[src/logic/sar_adc_defs.vh]
// Purpose: Constants for the converter start and serial readout logic
// Assumes: Included by the readout module, which passes the FIFO sizes to its sample FIFO as parameters
// Notes: Times are in ns; cycle counts derive from the clock period

`ifndef SAR_ADC_DEFS_VH
`define SAR_ADC_DEFS_VH

`define RESULT_BITS 16
`define RESULT_MSB 15
`define RESULT_RST 16'h0000
`define CLK_PERIOD_NS 100
`define CONV_TIME_NS 5000
`define CONV_CYCLES (`CONV_TIME_NS / `CLK_PERIOD_NS)
`define CONV_CNT_W 12
`define BIT_CNT_W 5
`define LAST_BIT_IDX 5'h0f
`define FIFO_DEPTH 4
`define FIFO_AW 2
`define PIN_COUNT 3
`define PIN_CS 0
`define PIN_DIN 1
`define PIN_SCLK 2
`define PIN_RST 3'h2

`endif

[src/logic/sample_fifo.v]
// Purpose: Small synchronous FIFO carrying conversion results
// Assumes: Single clock, synchronous active-high reset
// Notes: Ready and valid on both sides; full and empty are exact
`timescale 1ns/1ps

module sample_fifo #(
  parameter WIDTH = 16,
  parameter DEPTH = 4,
  parameter AW = 2
) (
  input wire clk_i,
  input wire rst_i,
  input wire in_valid_i,
  output wire in_ready_o,
  input wire [WIDTH-1:0] in_data_i,
  output wire out_valid_o,
  input wire out_ready_i,
  output wire [WIDTH-1:0] out_data_o
);

  // ****************************************
  // Storage and pointers
  // ****************************************
  reg [WIDTH-1:0] mem_r [0:DEPTH-1];
  reg [AW-1:0] wr_ptr_r;
  reg [AW-1:0] rd_ptr_r;
  reg [AW:0] count_r;
  wire push;
  wire pop;
  wire [AW:0] depth_val;

  assign depth_val = DEPTH[AW:0];
  assign in_ready_o = (count_r != depth_val);
  assign out_valid_o = (count_r != {(AW+1){1'b0}});
  assign push = in_valid_i & in_ready_o;
  assign pop = out_valid_o & out_ready_i;
  assign out_data_o = mem_r[rd_ptr_r];

  // ****************************************
  // Write side
  // ****************************************
  always @(posedge clk_i) begin
    if (push) begin
      mem_r[wr_ptr_r] <= in_data_i;
    end
  end

  // ****************************************
  // Pointer and occupancy update
  // ****************************************
  always @(posedge clk_i) begin
    if (rst_i) begin
      wr_ptr_r <= {AW{1'b0}};
      rd_ptr_r <= {AW{1'b0}};
      count_r <= {(AW+1){1'b0}};
    end else begin
      if (push) begin
        wr_ptr_r <= (wr_ptr_r == DEPTH[AW-1:0] - 1'b1) ? {AW{1'b0}} : wr_ptr_r + 1'b1;
      end
      if (pop) begin
        rd_ptr_r <= (rd_ptr_r == DEPTH[AW-1:0] - 1'b1) ? {AW{1'b0}} : rd_ptr_r + 1'b1;
      end
      if (push & ~pop) begin
        count_r <= count_r + 1'b1;
      end else if (pop & ~push) begin
        count_r <= count_r - 1'b1;
      end
    end
  end

endmodule

[src/logic/sar_adc_serial_readout.v]
// Purpose: Conversion start, interface mode choice and serial result readout
// Assumes: Pins arrive asynchronously; the analog core gives an offset-binary code
// Notes: The serial clock is sampled by clk_i and must be well below its rate
`timescale 1ns/1ps
`include "sar_adc_defs.vh"

module sar_adc_serial_readout #(
  parameter RES_W = `RESULT_BITS,
  parameter CONV_CYCLES = `CONV_CYCLES,
  parameter FIFO_DEPTH = `FIFO_DEPTH,
  parameter FIFO_AW = `FIFO_AW
) (
  input wire clk_i,
  input wire rst_i,
  input wire conversion_start_pin_i,
  input wire chain_in_i,
  input wire sclk_i,
  input wire [RES_W-1:0] core_code_i,
  output wire dout_o,
  output wire dout_oe_o,
  output wire power_down_o,
  output wire converting_o,
  output wire sample_o,
  output wire daisy_mode_o
);

  // ****************************************
  // State encoding
  // ****************************************
  localparam [2:0] ST_ACQ = 3'b001;
  localparam [2:0] ST_CONV = 3'b010;
  localparam [2:0] ST_PUSH = 3'b100;
  // Synchroniser reset levels match the idle pins, so no false edge follows reset
  localparam [`PIN_COUNT-1:0] PIN_RST_V = `PIN_RST;

  // ****************************************
  // Declarations
  // ****************************************
  reg [`PIN_COUNT-1:0] s1_r;
  reg [`PIN_COUNT-1:0] s2_r;
  reg [`PIN_COUNT-1:0] s3_r;
  reg [`PIN_COUNT-1:0] pin_r;
  reg [`PIN_COUNT-1:0] pin_prev_r;
  reg [2:0] state_r;
  reg [`CONV_CNT_W-1:0] conv_cnt_r;
  reg daisy_r;
  reg power_down_r;
  reg converting_r;
  reg sample_r;
  reg [RES_W-1:0] captured_r;
  reg [RES_W-1:0] result_r;
  reg [RES_W-1:0] shift_r;
  reg [`BIT_CNT_W-1:0] bit_cnt_r;
  reg frame_r;
  reg loaded_r;
  reg dout_r;
  reg dout_oe_r;
  wire cs_lvl;
  wire din_lvl;
  wire cs_rise;
  wire sel_now;
  wire sel_prev;
  wire sel_fall;
  wire sel_rise;
  wire sclk_fall;
  wire start_conv;
  wire conv_last;
  wire fifo_in_valid;
  wire fifo_in_ready;
  wire fifo_out_valid;
  wire fifo_out_ready;
  wire [RES_W-1:0] fifo_out_data;
  wire pop;

  // ****************************************
  // Functions
  // ****************************************
  function rise_of;
    input [`PIN_COUNT-1:0] now;
    input [`PIN_COUNT-1:0] prev;
    input integer idx;
    begin
      rise_of = now[idx] & ~prev[idx];
    end
  endfunction

  function fall_of;
    input [`PIN_COUNT-1:0] now;
    input [`PIN_COUNT-1:0] prev;
    input integer idx;
    begin
      fall_of = ~now[idx] & prev[idx];
    end
  endfunction

  // Offset-binary core code to two's complement
  function [RES_W-1:0] to_twos;
    input [RES_W-1:0] code;
    begin
      to_twos = {~code[RES_W-1], code[RES_W-2:0]};
    end
  endfunction

  // ****************************************
  // Pin synchronisers
  // ****************************************
  genvar gi;
  generate
    for (gi = 0; gi < `PIN_COUNT; gi = gi + 1) begin : g_sync
      always @(posedge clk_i) begin
        if (rst_i) begin
          s1_r[gi] <= PIN_RST_V[gi];
          s2_r[gi] <= PIN_RST_V[gi];
          s3_r[gi] <= PIN_RST_V[gi];
          pin_r[gi] <= PIN_RST_V[gi];
          pin_prev_r[gi] <= PIN_RST_V[gi];
        end else begin
          s1_r[gi] <= (gi == `PIN_CS) ? conversion_start_pin_i :
                      (gi == `PIN_DIN) ? chain_in_i : sclk_i;
          s2_r[gi] <= s1_r[gi];
          s3_r[gi] <= s2_r[gi];
          if (s2_r[gi] == s3_r[gi]) begin
            pin_r[gi] <= s3_r[gi];
          end
          pin_prev_r[gi] <= pin_r[gi];
        end
      end
    end
  endgenerate

  // ****************************************
  // Edge detection
  // ****************************************
  assign cs_lvl = pin_r[`PIN_CS];
  assign din_lvl = pin_r[`PIN_DIN];
  assign cs_rise = rise_of(pin_r, pin_prev_r, `PIN_CS);
  assign sclk_fall = fall_of(pin_r, pin_prev_r, `PIN_SCLK);
  // Deselected while both start pin and chain input are high
  assign sel_now = ~(pin_r[`PIN_CS] & pin_r[`PIN_DIN]);
  assign sel_prev = ~(pin_prev_r[`PIN_CS] & pin_prev_r[`PIN_DIN]);
  assign sel_fall = sel_now & ~sel_prev;
  assign sel_rise = ~sel_now & sel_prev;

  assign start_conv = (state_r == ST_ACQ) & cs_rise;
  assign conv_last = (conv_cnt_r == CONV_CYCLES[`CONV_CNT_W-1:0] - 1'b1);

  // ****************************************
  // Conversion sequencer
  // ****************************************
  always @(posedge clk_i) begin
    if (rst_i) begin
      state_r <= ST_ACQ;
      conv_cnt_r <= {`CONV_CNT_W{1'b0}};
      daisy_r <= 1'b0;
      power_down_r <= 1'b1;
      converting_r <= 1'b0;
      sample_r <= 1'b0;
      captured_r <= `RESULT_RST;
    end else begin
      sample_r <= 1'b0;
      case (state_r)
        ST_ACQ: begin
          if (start_conv) begin
            state_r <= ST_CONV;
            conv_cnt_r <= {`CONV_CNT_W{1'b0}};
            daisy_r <= ~din_lvl;
            power_down_r <= 1'b0;
            converting_r <= 1'b1;
            sample_r <= 1'b1;
          end
        end
        ST_CONV: begin
          // Pin levels are not looked at until the count ends
          if (conv_last) begin
            state_r <= ST_PUSH;
            captured_r <= to_twos(core_code_i);
          end else begin
            conv_cnt_r <= conv_cnt_r + 1'b1;
          end
        end
        ST_PUSH: begin
          // Stalls here while the result FIFO is full
          if (fifo_in_ready) begin
            state_r <= ST_ACQ;
            power_down_r <= 1'b1;
            converting_r <= 1'b0;
          end
        end
        default: begin
          state_r <= ST_ACQ;
        end
      endcase
    end
  end

  // ****************************************
  // Result FIFO
  // ****************************************
  assign fifo_in_valid = (state_r == ST_PUSH);
  assign fifo_out_ready = (state_r == ST_ACQ) & ~frame_r;
  assign pop = fifo_out_valid & fifo_out_ready;

  sample_fifo #(
    .WIDTH(RES_W),
    .DEPTH(FIFO_DEPTH),
    .AW(FIFO_AW)
  ) u_fifo (
    .clk_i(clk_i),
    .rst_i(rst_i),
    .in_valid_i(fifo_in_valid),
    .in_ready_o(fifo_in_ready),
    .in_data_i(captured_r),
    .out_valid_o(fifo_out_valid),
    .out_ready_i(fifo_out_ready),
    .out_data_o(fifo_out_data)
  );

  // ****************************************
  // Held result
  // ****************************************
  always @(posedge clk_i) begin
    if (rst_i) begin
      result_r <= `RESULT_RST;
      loaded_r <= 1'b0;
    end else if (start_conv) begin
      loaded_r <= 1'b0;
    end else if (pop) begin
      result_r <= fifo_out_data;
      loaded_r <= 1'b1;
    end
  end

  // ****************************************
  // Serial output
  // ****************************************
  always @(posedge clk_i) begin
    if (rst_i) begin
      shift_r <= `RESULT_RST;
      bit_cnt_r <= {`BIT_CNT_W{1'b0}};
      frame_r <= 1'b0;
      dout_r <= 1'b0;
      dout_oe_r <= 1'b0;
    end else if (start_conv) begin
      // Output floats for the conversion unless daisy chain mode sees start pin and chain input both low
      frame_r <= 1'b0;
      dout_oe_r <= 1'b0;
      bit_cnt_r <= {`BIT_CNT_W{1'b0}};
    end else if (pop & daisy_r) begin
      // Daisy chain: load and present MSB as soon as the result lands
      shift_r <= fifo_out_data;
      dout_r <= fifo_out_data[`RESULT_MSB];
      dout_oe_r <= 1'b1;
      frame_r <= 1'b1;
      bit_cnt_r <= {`BIT_CNT_W{1'b0}};
    end else if (daisy_r) begin
      if (frame_r & sclk_fall) begin
        shift_r <= {shift_r[RES_W-2:0], din_lvl};
        dout_r <= shift_r[RES_W-2];
      end else if (~frame_r & ~cs_lvl & ~din_lvl) begin
        dout_r <= 1'b0;
        dout_oe_r <= 1'b1;
      end
    end else if (~frame_r) begin
      // Readout only while acquiring a loaded result
      if (sel_fall & loaded_r & (state_r == ST_ACQ)) begin
        shift_r <= result_r;
        dout_r <= result_r[`RESULT_MSB];
        dout_oe_r <= 1'b1;
        frame_r <= 1'b1;
        bit_cnt_r <= {`BIT_CNT_W{1'b0}};
      end
    end else if (sel_rise) begin
      dout_oe_r <= 1'b0;
      frame_r <= 1'b0;
    end else if (sclk_fall) begin
      if (bit_cnt_r == `LAST_BIT_IDX) begin
        dout_oe_r <= 1'b0;
        frame_r <= 1'b0;
      end else begin
        bit_cnt_r <= bit_cnt_r + 1'b1;
        shift_r <= {shift_r[RES_W-2:0], 1'b0};
        dout_r <= shift_r[RES_W-2];
      end
    end
  end

  // ****************************************
  // Outputs
  // ****************************************
  assign dout_o = dout_r;
  assign dout_oe_o = dout_oe_r;
  assign power_down_o = power_down_r;
  assign converting_o = converting_r;
  assign sample_o = sample_r;
  assign daisy_mode_o = daisy_r;

endmodule

[config.mk]
export PLATFORM = sky130hd
export DESIGN_NAME = sar_adc_serial_readout
export DESIGN_NICKNAME = d
export VERILOG_FILES = /design/src/logic/sample_fifo.v /design/src/logic/sar_adc_serial_readout.v
export VERILOG_INCLUDE_DIRS = /design/src /design/src/logic
export SDC_FILE = /design/constraint.sdc
export NUM_CORES = 1
export LEC_CHECK = 0
export ABC_AREA = 1
export BUFFER_PORTS_ARGS = -buffer_cell sky130_fd_sc_hd__buf_2
export CORE_MARGIN = 1
export CORE_UTILIZATION = 60
export CTS_CLUSTER_SIZE = 28
export DETAILED_ROUTE_END_ITERATION = 10
export GPL_ROUTABILITY_DRIVEN = 1
export PLACE_DENSITY = 0.78
export SYNTH_ARGS = -nofsm -noshare
export SYNTH_HDL_FRONTEND = slang
export SYNTH_HIERARCHICAL = 1
export SYNTH_SLANG_ARGS = --single-unit
export TNS_END_PERCENT = 100
[constraint.sdc]
create_clock -name clk_i -period 2.8 [get_ports clk_i]
set_input_delay 0.14 -clock clk_i [delete_from_list [all_inputs] [get_ports clk_i]]
set_output_delay 0.14 -clock clk_i [all_outputs]
set_load 0.02 [all_outputs]
# [Yosys cells after proc, flatten, opt, wreduce, memory -nomap -nowiden]
# Memory sizes are Yosys's and may differ from the RTL's. A register that Yosys moved wholly into a read port is not among the register bits.
# Cells that the tools add are included.
# W data, S select, Z words.
[op_classes] addsub=6 mul=0 div_mod_pow=0 n_lt_le_gt_ge=0 n_eq_ne=28 shift=0 mux=60 n_bitwise=31 n_reduce_logical=19
[ops] operator="$mux W15" n=8
[ops] operator="$mux W1" n=32
[ops] operator="$mux W5" n=5
[ops] operator="$mux W12" n=2
[ops] operator="$pmux W12 S2" n=1
[ops] operator="$and A1 B1 Y1" n=18
[ops] operator="$mux W3" n=5
[ops] operator="$not A1 Y1" n=13
[ops] operator="$add A12 B1 Y12 const B" n=1
[ops] operator="$eq A12 B6 Y1 const B" n=1
[ops] operator="$ne A2 B2 Y1 const B" n=6
[ops] operator="$reduce_and A6 Y1" n=2
[ops] operator="$ne A5 B2 Y1 const B" n=2
[ops] operator="$reduce_and A5 Y1" n=2
[ops] operator="$pmux W3 S3" n=1
[ops] operator="$reduce_and A3 Y1" n=3
[ops] operator="$mux W2" n=4
[ops] operator="$reduce_bool A2 Y1" n=4
[ops] operator="$ne A3 B1 Y1 const B" n=2
[ops] operator="$ne A3 B3 Y1 const B" n=2
[ops] operator="$reduce_and A2 Y1" n=3
[ops] operator="$add A5 B1 Y5 const B" n=1
[ops] operator="$eq A5 B4 Y1 const B" n=1
[ops] operator="$add A2 B1 Y2 const B" n=2
[ops] operator="other kinds (17)" n=23
[totals] reg_bits=97 latch_bits=0 mem_bits_rw=64 mem_bits_ro=0 inputBits=21 out_inout_bits=6 wordCells=177 mem_count=1
[memory_table] name="u_fifo.mem_r" depth=4 width=16 read_ports=1 rd_ports_with_merged_regs=1 wr=1 line_no="sample_fifo.v:24" source="reg [WIDTH-1:0] mem_r [0:DEPTH-1];"

# [Logic depth before layout (Yosys ltp)]
# Gate-level depths: netlist of the first run.
[logic_depth] depth_word=9 ltp_mapped=13

# [Cells and area by module]
# The synthesis of the first run kept the hierarchy.
[by_module_without_submodules] module="sar_adc_serial_readout" instances=1 cells_each=564 area_per_inst_um2=4042.6
[by_module_without_submodules] module="sample_fifo" instances=1 cells_each=223 area_per_inst_um2=2895.3

# [Worst setup path before layout of the first run]
# OpenSTA, ideal clock, no wires.
[synth_path] path_type="flip-flop to flip-flop" from="register state_r[2]" to="memory u_fifo.mem_r[0][0] (enable)" setup_time_ps=389 arrival_time_ps=1706 required_time_ps=2411 setup_slack_ps=705 stages_incl_launch_ff=5 n_path_buf=0 synth_period_minus_slack_ps=2095 path_cell_list="dfxtp_1 -> inv_1 -> nor3_1 -> nand2_2 -> nor2_1"
[synth_between] elab_chain_len=4
[synth_rtl] item="start, declared" line_no="sar_adc_serial_readout.v:44" source="reg [2:0] state_r;"
[synth_rtl] item="start signal, assigned" line_no="sar_adc_serial_readout.v:152" source="state_r <= ST_ACQ;"
[synth_rtl] item="start signal, assigned" line_no="sar_adc_serial_readout.v:164" source="state_r <= ST_CONV;"
[synth_rtl] item="start signal, assigned" line_no="sar_adc_serial_readout.v:175" source="state_r <= ST_PUSH;"
[synth_rtl] item="$eq A3 B3 Y1" line_no="sar_adc_serial_readout.v:199" source="assign fifo_in_valid = (state_r == ST_PUSH);"
[synth_rtl] item="named net fifo_in_valid" line_no="sar_adc_serial_readout.v:68" source="wire fifo_in_valid;"
[synth_rtl] item="$and A1 B1 Y1" line_no="sample_fifo.v:35" source="assign push = in_valid_i & in_ready_o;"
[synth_rtl] item="$mux W1" line_no="sample_fifo.v:43" source="if (push) begin"
[synth_rtl] item="$mux W1 (implied by the code)" line_no="sample_fifo.v:44" source="mem_r[wr_ptr_r] <= in_data_i;"
[synth_rtl] item="end, declared" line_no="sample_fifo.v:24"
# The timed path passes the listed nets, and every way through them passes these cells.

# [Worst setup path in the final report of the first run]
[layout_path] from="register state_r[2]" to="register u_fifo.count_r[2]"
[layout_between] word_cells_on_any_way=11 classes_between="2 x eq/ne; 1 x mux; 7 x bitwise; 1 x reduce/logical"
[layout_lines] item="$eq A3 B3 Y1 *" line_no="sar_adc_serial_readout.v:199"
[layout_lines] item="named net fifo_in_valid" line_no="sar_adc_serial_readout.v:68"
[layout_lines] item="$and A1 B1 Y1 *" line_no="sample_fifo.v:35"
[layout_lines] item="named net u_fifo.push" line_no="sample_fifo.v:28" source="wire push;"
[layout_lines] item="$not A1 Y1" line_no="sample_fifo.v:65" source="end else if (pop & ~push) begin"
[layout_lines] item="$and A1 B1 Y1" line_no="sample_fifo.v:65"
[layout_lines] item="$reduce_bool A2 Y1 (no source line)"
[layout_lines] item="end signal, assigned" line_no="sample_fifo.v:55" source="count_r <= {(AW+1){1'b0}};"
[layout_lines] item="end signal, assigned" line_no="sample_fifo.v:64" source="count_r <= count_r + 1'b1;"
[layout_lines] item="end signal, assigned" line_no="sample_fifo.v:66" source="count_r <= count_r - 1'b1;"
[layout_lines] item="end, declared" line_no="sample_fifo.v:27" source="reg [AW:0] count_r;"
# Mark *: on every way through the listed nets, which the timed path passes. The rest lies on a longest branch.
# A chain may end at the register's enable or synchronous reset.

==> results of run 1 <==
-- registers in the layout, indices dropped and copies added (netlist names), 2 cells and up, named ones only --
name and flops:
u_fifo/wr_ptr_r 2, s1_r 3, pin_prev_r 3, shift_r 15, s3_r 3, state_r 3
bit_cnt_r 5, u_fifo/count_r 3, captured_r 16, u_fifo/mem_r 64, result_r 16, u_fifo/rd_ptr_r 2
s2_r 3, conv_cnt_r 12
-- metrics by stage --
stage	std cells	util, %	cell area [sq um]	hold WS [ns]
6_report	979	71.4	7880	0.0373
5_1_grt	979	71.4	7880	0.0503
4_1_cts	979	71.4	7880	0.0291
3_5_place_dp	932	64.8	7140	0.327
3_3_place_gp	932	64.8	7140	0.322
2_1_floorplan	787	-	6940	0.212
-- critical path, stage by stage (launching register included) --
cell and delay, ns:
dfxtp_1 0.45, inv_1 0.08, nor3_1 0.50, nand2_2 0.21, inv_1 0.09, ha_1 0.16, inv_1 0.07, fa_1 0.39
inv_1 0.07, nand2_1 0.06, nand3_1 0.06, nand2_1 0.05, inv_1 0.05, nor2_1 0.04
-- layer usage --
metal | wire length [um] | share of wire (%) | GRT usage (%) | vias to the layer above
li1 | - | - | - | 2688
met1 | 6420 | 45 | 33.4 | 2484
met2 | 7040 | 49 | 42.5 | 164
met3 | 740 | 5.2 | 6.88 | 19
met4 | 165 | 1.1 | 9.05 | 0
met5 | 0 | 0 | 0 | -
-- layout by cell type (no fill, tap or decap), types with 3 or more instances in the layout --
cell type,count
edfxtp_1,64
buf_4,11
inv_1,86
nor2_1,125
or2_2,4
buf_2,26
nand3_1,28
dfxtp_1,99
o211ai_1,3
nand4_1,4
nor2_4,4
o22ai_1,17
ha_1,10
inv_8,3
nand2_1,101
o21ai_2,5
nand3b_1,3
nand2_2,6
xor2_1,6
a21oi_1,67
o21ai_0,51
nand3_2,4
clkbuf_16,18
inv_2,6
o21ai_1,32
dlygate4sd3_1,15
nor3_1,18
-- final cells by class --
type                       count  area, sq um  share of cell area [%]
multi-input combinational    500         2510                    31.8
timing repair buffer          52          363                    4.60
sequential                   163         3900                    49.5
clock inverter                12          119                    1.51
clock buffer                  20          468                    5.94
inverter                      92          345                    4.38
tap                          140          175                    2.22
-- power by group --
part	switching [mW]	total (mW)	internal [mW]
Sequential	0.120	2.75	2.63
Clock	0.953	2.27	1.32
Combinational	0.871	1.31	0.439
Total	1.94	6.33	4.39
-- repair_timing --
action / 4_1_cts / 5_1_grt
setup buffers: 0 / 0
endpoints found under the hold margin: 15 / 0
resized for setup: 0 / 0
endpoints found under the setup margin: 0 / 0
hold buffers: 15 / 0
-- kinds of logic (layout without fill, tap and decap cells) --
kind of cell | Yosys count | in the layout | synth area share, %
and+or+nand+nor | 303 | 303 | 19.4
adders and majority gates | 11 | 11 | 2.09
buffers and inverters | 124 | 176 | 7.59
DFF | 163 | 163 | 56.3
xor gates and xnor gates | 6 | 6 | 0.757
AOI/OAI and AO/OA | 180 | 180 | 13.9
-- how the worst max path moves through the flow --
stage                                    end  startpoint  cells after the start
final                      u_fifo/count_r[2]  state_r[2]                     13
after global routing       u_fifo/count_r[2]  state_r[2]                     12
after CTS                  u_fifo/count_r[2]  state_r[2]                     13
after detailed placement   u_fifo/count_r[2]  state_r[2]                     13
after global placement     u_fifo/count_r[2]  state_r[2]                     13
after floorplan           u_fifo/mem_r[0][0]  state_r[2]                      4
==> results.cfg, run 1 <==
[sta]
worst_slew_pin_slew_ns = 0.635
setup_viol = 0
slew_viol_final = 0
fmax_ghz = 0.424
slew_headroom_pct = 57.4
skew_ns = 0.0112
layout_min_cycle_time_ns = 2.36
hold_viol = 0
fin_setup_tns_ns = 0
grt_setup_unrepaired = false
period_share_pct = 84.2
fin_ws_ns = 0.443

[route]
routedWlPerCell_um = 14.7
firstDrtPassIters = 7
ant_nets = 0
wl_um = 14400
vias_per_cell = 5.47
drc = 0
drt-initial-drc-count = 438
vias = 5355

[logic_synthesis]
yosysTopAreaCell = dfxtp_1
synth.most_common_cell = nor2_1
syn_area_per_cell_sq_um = 8.82
ys_ff_latch = 163
netlist_top_cells_count = 125 x nor2_1, 101 x nand2_1, 99 x dfxtp_1
yosysUniqueCellTypes = 38
yosys-top-cells-area = dfxtp_1 29%, edfxtp_1 28%, nor2_1 6.8%
synthesis.area_sq_mm = 0.00694
synth_nets = 819
synth_seq_area_share_pct = 56.3
yosysWarnings = 6
async_flop_share_pct = 0
synth_edf_count = 64
syn_inst = 787
yosysTopAreaCellShare_pct = 28.6
synth_ff_type = dfxtp_1

[clocking]
cts_tree = built
numCtsBuffers = 17
cts-root-buf = clkbuf_16
htreeDepth = 4
clk_latency_ns = 0.43
clock_sinks = 163
clkSlewWorstSetupHoldPaths_ns = 0.06
cts.path.max_buffers = 2

[die]
dieHeight_um = 110
die-area_sq_mm = 0.0120
rows = 38
die_w_um = 110
start_util_pct = 62.9
io-pin-count = 27
core_area_sq_mm = 0.0110

[worst_setup_path]
cp-start-kind = register
arrival_ns = 2.68
cp_max_fo = 7
crit_required_ns = 3.12
rrSetupSlack_ns = 0.44
worstReg2RegEnd = u_fifo/count_r[2]
crit_type = reg -> reg
regToRegStartpoint = state_r[2]
end_kind = register
rr_worst_depth = 13

[global_routing]
grt_remaining_overflow = 0
antenna_found_initial = 0
grt_pass1_vias = 5101
grt_pass1_wl_um = 23600
grt_max_degree = 34
grtUsageTotal_pct = 25.9

[hold_path]
holdPathStages = 3
hold_path.class = in -> reg
hp-start = core_code_i[0]
worstHoldEndpoint = captured_r[0]

[layout]
synthToLayoutAreaGrowth_pct = 13.6
fill_cells = 813
drive_gt1_share_pct = 12.2
fin_nets = 858
diodes = 0

[pwr]
p_per_area_mw_per_mm2 = 804
p_total_mw = 6.33
peakVddDrop_mv = 0.579
leakage_nw = 3.07

[outcome]
outcome = complete, no violations

[placed_design]
gp_congestion = 0.878
dp_hpwl_um = 8810
place_ws_ns = 0.535
port_buffers = 26

[run]
max_cap_violations = 0
(Power assumes the default switching activity.)
==> run 2, diff against run 1 <==
ABC_AREA = 0   (was 1)
CORE_UTILIZATION = 55   (was 60)
PLACE_DENSITY = 0.75   (was 0.78)
clock period = 1.95 ns   (was 2.8 ns; I/O delays follow)
==> results.cfg, run 2 <==
[outcome]
outcome = finished, violations left
violations = setup timing

[sta]
fin_setup_tns_ns = -3.09
fmax_ghz = 0.451
grt_setup_unrepaired = true
setup_viol = 17
layout_min_cycle_time_ns = 2.22
skew_ns = 0.00973
hold_viol = 0
fin_ws_ns = -0.267
period_share_pct = 114
worst_slew_pin_slew_ns = 0.458
slew_headroom_pct = 69.5
slew_viol_final = 0

[worst_setup_path]
cp_common_cell = ha_4
crit_chain = ha_4 -> and3_4 -> ha_4 -> nor3b_4 -> o21ai_2 -> a211o_1 -> buf_6 -> or4_4 -> a21oi_2
cpPeakStageDelay_ns = 0.47
end_kind = register
crit_type = reg -> reg
cp_top_family = simple AND/OR/NAND/NOR gates
cp_num_buf_inv = 1
crit_required_ns = 2.31
cp-start-kind = register
cp_max_fo = 3
slowest_stage = or4_4
arrival_ns = 2.58

[global_routing]
grt_pass1_wl_um = 23200
grtUsageMet1_pct = 29.6
gr-max-usage-layer = met2
grt_remaining_overflow = 0
grt_pass1_vias = 4646
grt_use_met3_pct = 5.72
antenna_found_initial = 0
grt_max_degree = 36
met2_usage_pct = 40.2
grtUsageTotal_pct = 23.8

[logic_synthesis]
synth_top_family_by_area = simple AND/OR/NAND/NOR gates
yosysWarnings = 6
synth_nets = 616
synth_seq_area_share_pct = 58.0
async_flop_share_pct = 0
synth_adder_area_share_pct = 2.16
syn_area_per_cell_sq_um = 11.5
yosysTopAreaCell = dfxtp_1
synth_xor_xnor_area_share_pct = 1.82
synth_edf_count = 64
synth-simple-area-share_pct = 14.5
synthMuxAreaShare_pct = 11.2
synth_compound_area_share_pct = 9.65
netlist_top_cells_count = 99 x dfxtp_1, 69 x nor2_1, 64 x edfxtp_1
yosys-top-cells-area = dfxtp_1 29%, edfxtp_1 29%, mux2i_1 5.5%
syn_inst = 584
synth.most_common_cell = dfxtp_1
yosysUniqueCellTypes = 59
ys_ff_latch = 163
synthesis.area_sq_mm = 0.00673
yosysTopAreaCellShare_pct = 29.4
synth_ff_type = dfxtp_1

[pwr]
leakage_nw = 3.12
p_total_mw = 9.17
peakVddDrop_mv = 0.755
p_per_area_mw_per_mm2 = 1100

[clocking]
clkSlewWorstSetupHoldPaths_ns = 0.06
htreeDepth = 4
clk_latency_ns = 0.42
clock_sinks = 163
numCtsBuffers = 17
cts.path.max_buffers = 2
cts-root-buf = clkbuf_16
cts_tree = built

[hold_path]
hold_path.class = in -> reg

[layout]
final_core_util_pct = 69.7
mostFrequentLayoutCells = 91 x dfxtp_1, 68 x nor2_1, 64 x edfxtp_1
drive_gt1_share_pct = 25.4
top_regs = u_fifo/mem_r: 64 flops, captured_r: 16 flops, result_r: 16 flops
largest_register_ffs = 64
top_register = u_fifo/mem_r
fin_nets = 696
synthToLayoutAreaGrowth_pct = 23.8
layout_commonest_cell = dfxtp_1
fill_cells = 766
diodes = 0

[route]
ant_nets = 0
drc = 0
wl_um = 14300
vias = 4729
vias_per_cell = 5.74
routedWlPerCell_um = 17.4
firstDrtPassIters = 5
drt-initial-drc-count = 294

[placed_design]
port_buffers = 26
dp_hpwl_um = 8680
place_ws_ns = -0.289
gp_congestion = 0.842

[run]
max_cap_violations = 0

[die]
start_util_pct = 56.3
core_area_sq_mm = 0.0120
die_w_um = 113
dieHeight_um = 113
rows = 40
die-area_sq_mm = 0.0127
io-pin-count = 27
## run 2: area by class of cell
cell class | instances | area (sq um) | share of cell area, %
clock buffers | 19 | 454 | 5.45
clock inverters | 13 | 179 | 2.15
inverters | 10 | 37.5 | 0.451
multi-input cells | 380 | 2830 | 34.0
flip-flops and latches | 163 | 3920 | 47.1
well taps | 147 | 184 | 2.21
repair buffers | 92 | 726 | 8.71
## run 2: power by group
part	leakage (nW)	switching (mW)	internal, mW	total (mW)
Sequential	1.36	0.164	3.73	3.90
Combinational	1.47	0.827	0.914	1.74
Clock	0.300	1.32	2.21	3.53
## run 2: cells by family (layout without fill, tap and decap cells)
logic type / after synthesis / in the layout
simple gates: 189 / 190
flops: 163 / 163
compound gates: 110 / 110
mux: 55 / 55
buf+inv: 42 / 134
xor+xnor: 14 / 14
fa+ha+maj: 11 / 11
## run 2: what timing repair did
| item | CTS | global route |
|---|---|---|
| resized for setup | 22 | 19 |
| setup buffers | 6 | 2 |
| pin swaps | 14 | 11 |
| hold buffers | 19 | 0 |
| endpoints found under the hold margin | 19 | 0 |
| gates cloned | 1 | 0 |
| endpoints found under the setup margin | 18 | 32 |
## run 2: worst paths after layout
path | slack [ns] | from | cells past startpoint | to
setup / recovery | -0.27 | bit_cnt_r[0] | 9 | shift_r[14]
hold reg to reg | 0.41 | s1_r[1] | 1 | s2_r[1]
setup reg to reg | -0.27 | bit_cnt_r[0] | 9 | shift_r[14]
hold / removal | 0.09 | rst_i | 2 | pin_prev_r[2]
## run 2: per-layer routing
metal | vias to the layer above | wire (um)
met4 | 0 | 199
met5 | - | 0
met3 | 22 | 700
met1 | 2294 | 6240
met2 | 142 | 7160
li1 | 2271 | -
## run 2: stage by stage
stage / hold slack (ns) / area (sq um) / instances
after CTS: 0.0719 / 8250 / 822
after global routing: 0.108 / 8330 / 824
after floorplan: 0.201 / 6800 / 584
after global placement: 0.284 / 7300 / 764
final: 0.0863 / 8330 / 824
after detailed placement: 0.288 / 7300 / 764
## run 2: worst register-to-register path: stages (launching register included)
cell and delay [ns]:
dfxtp_2 0.33, ha_4 0.16, and3_4 0.15, ha_4 0.16, nor3b_4 0.21, o21ai_2 0.09
a211o_1 0.34, buf_6 0.13, or4_4 0.47, a21oi_2 0.12
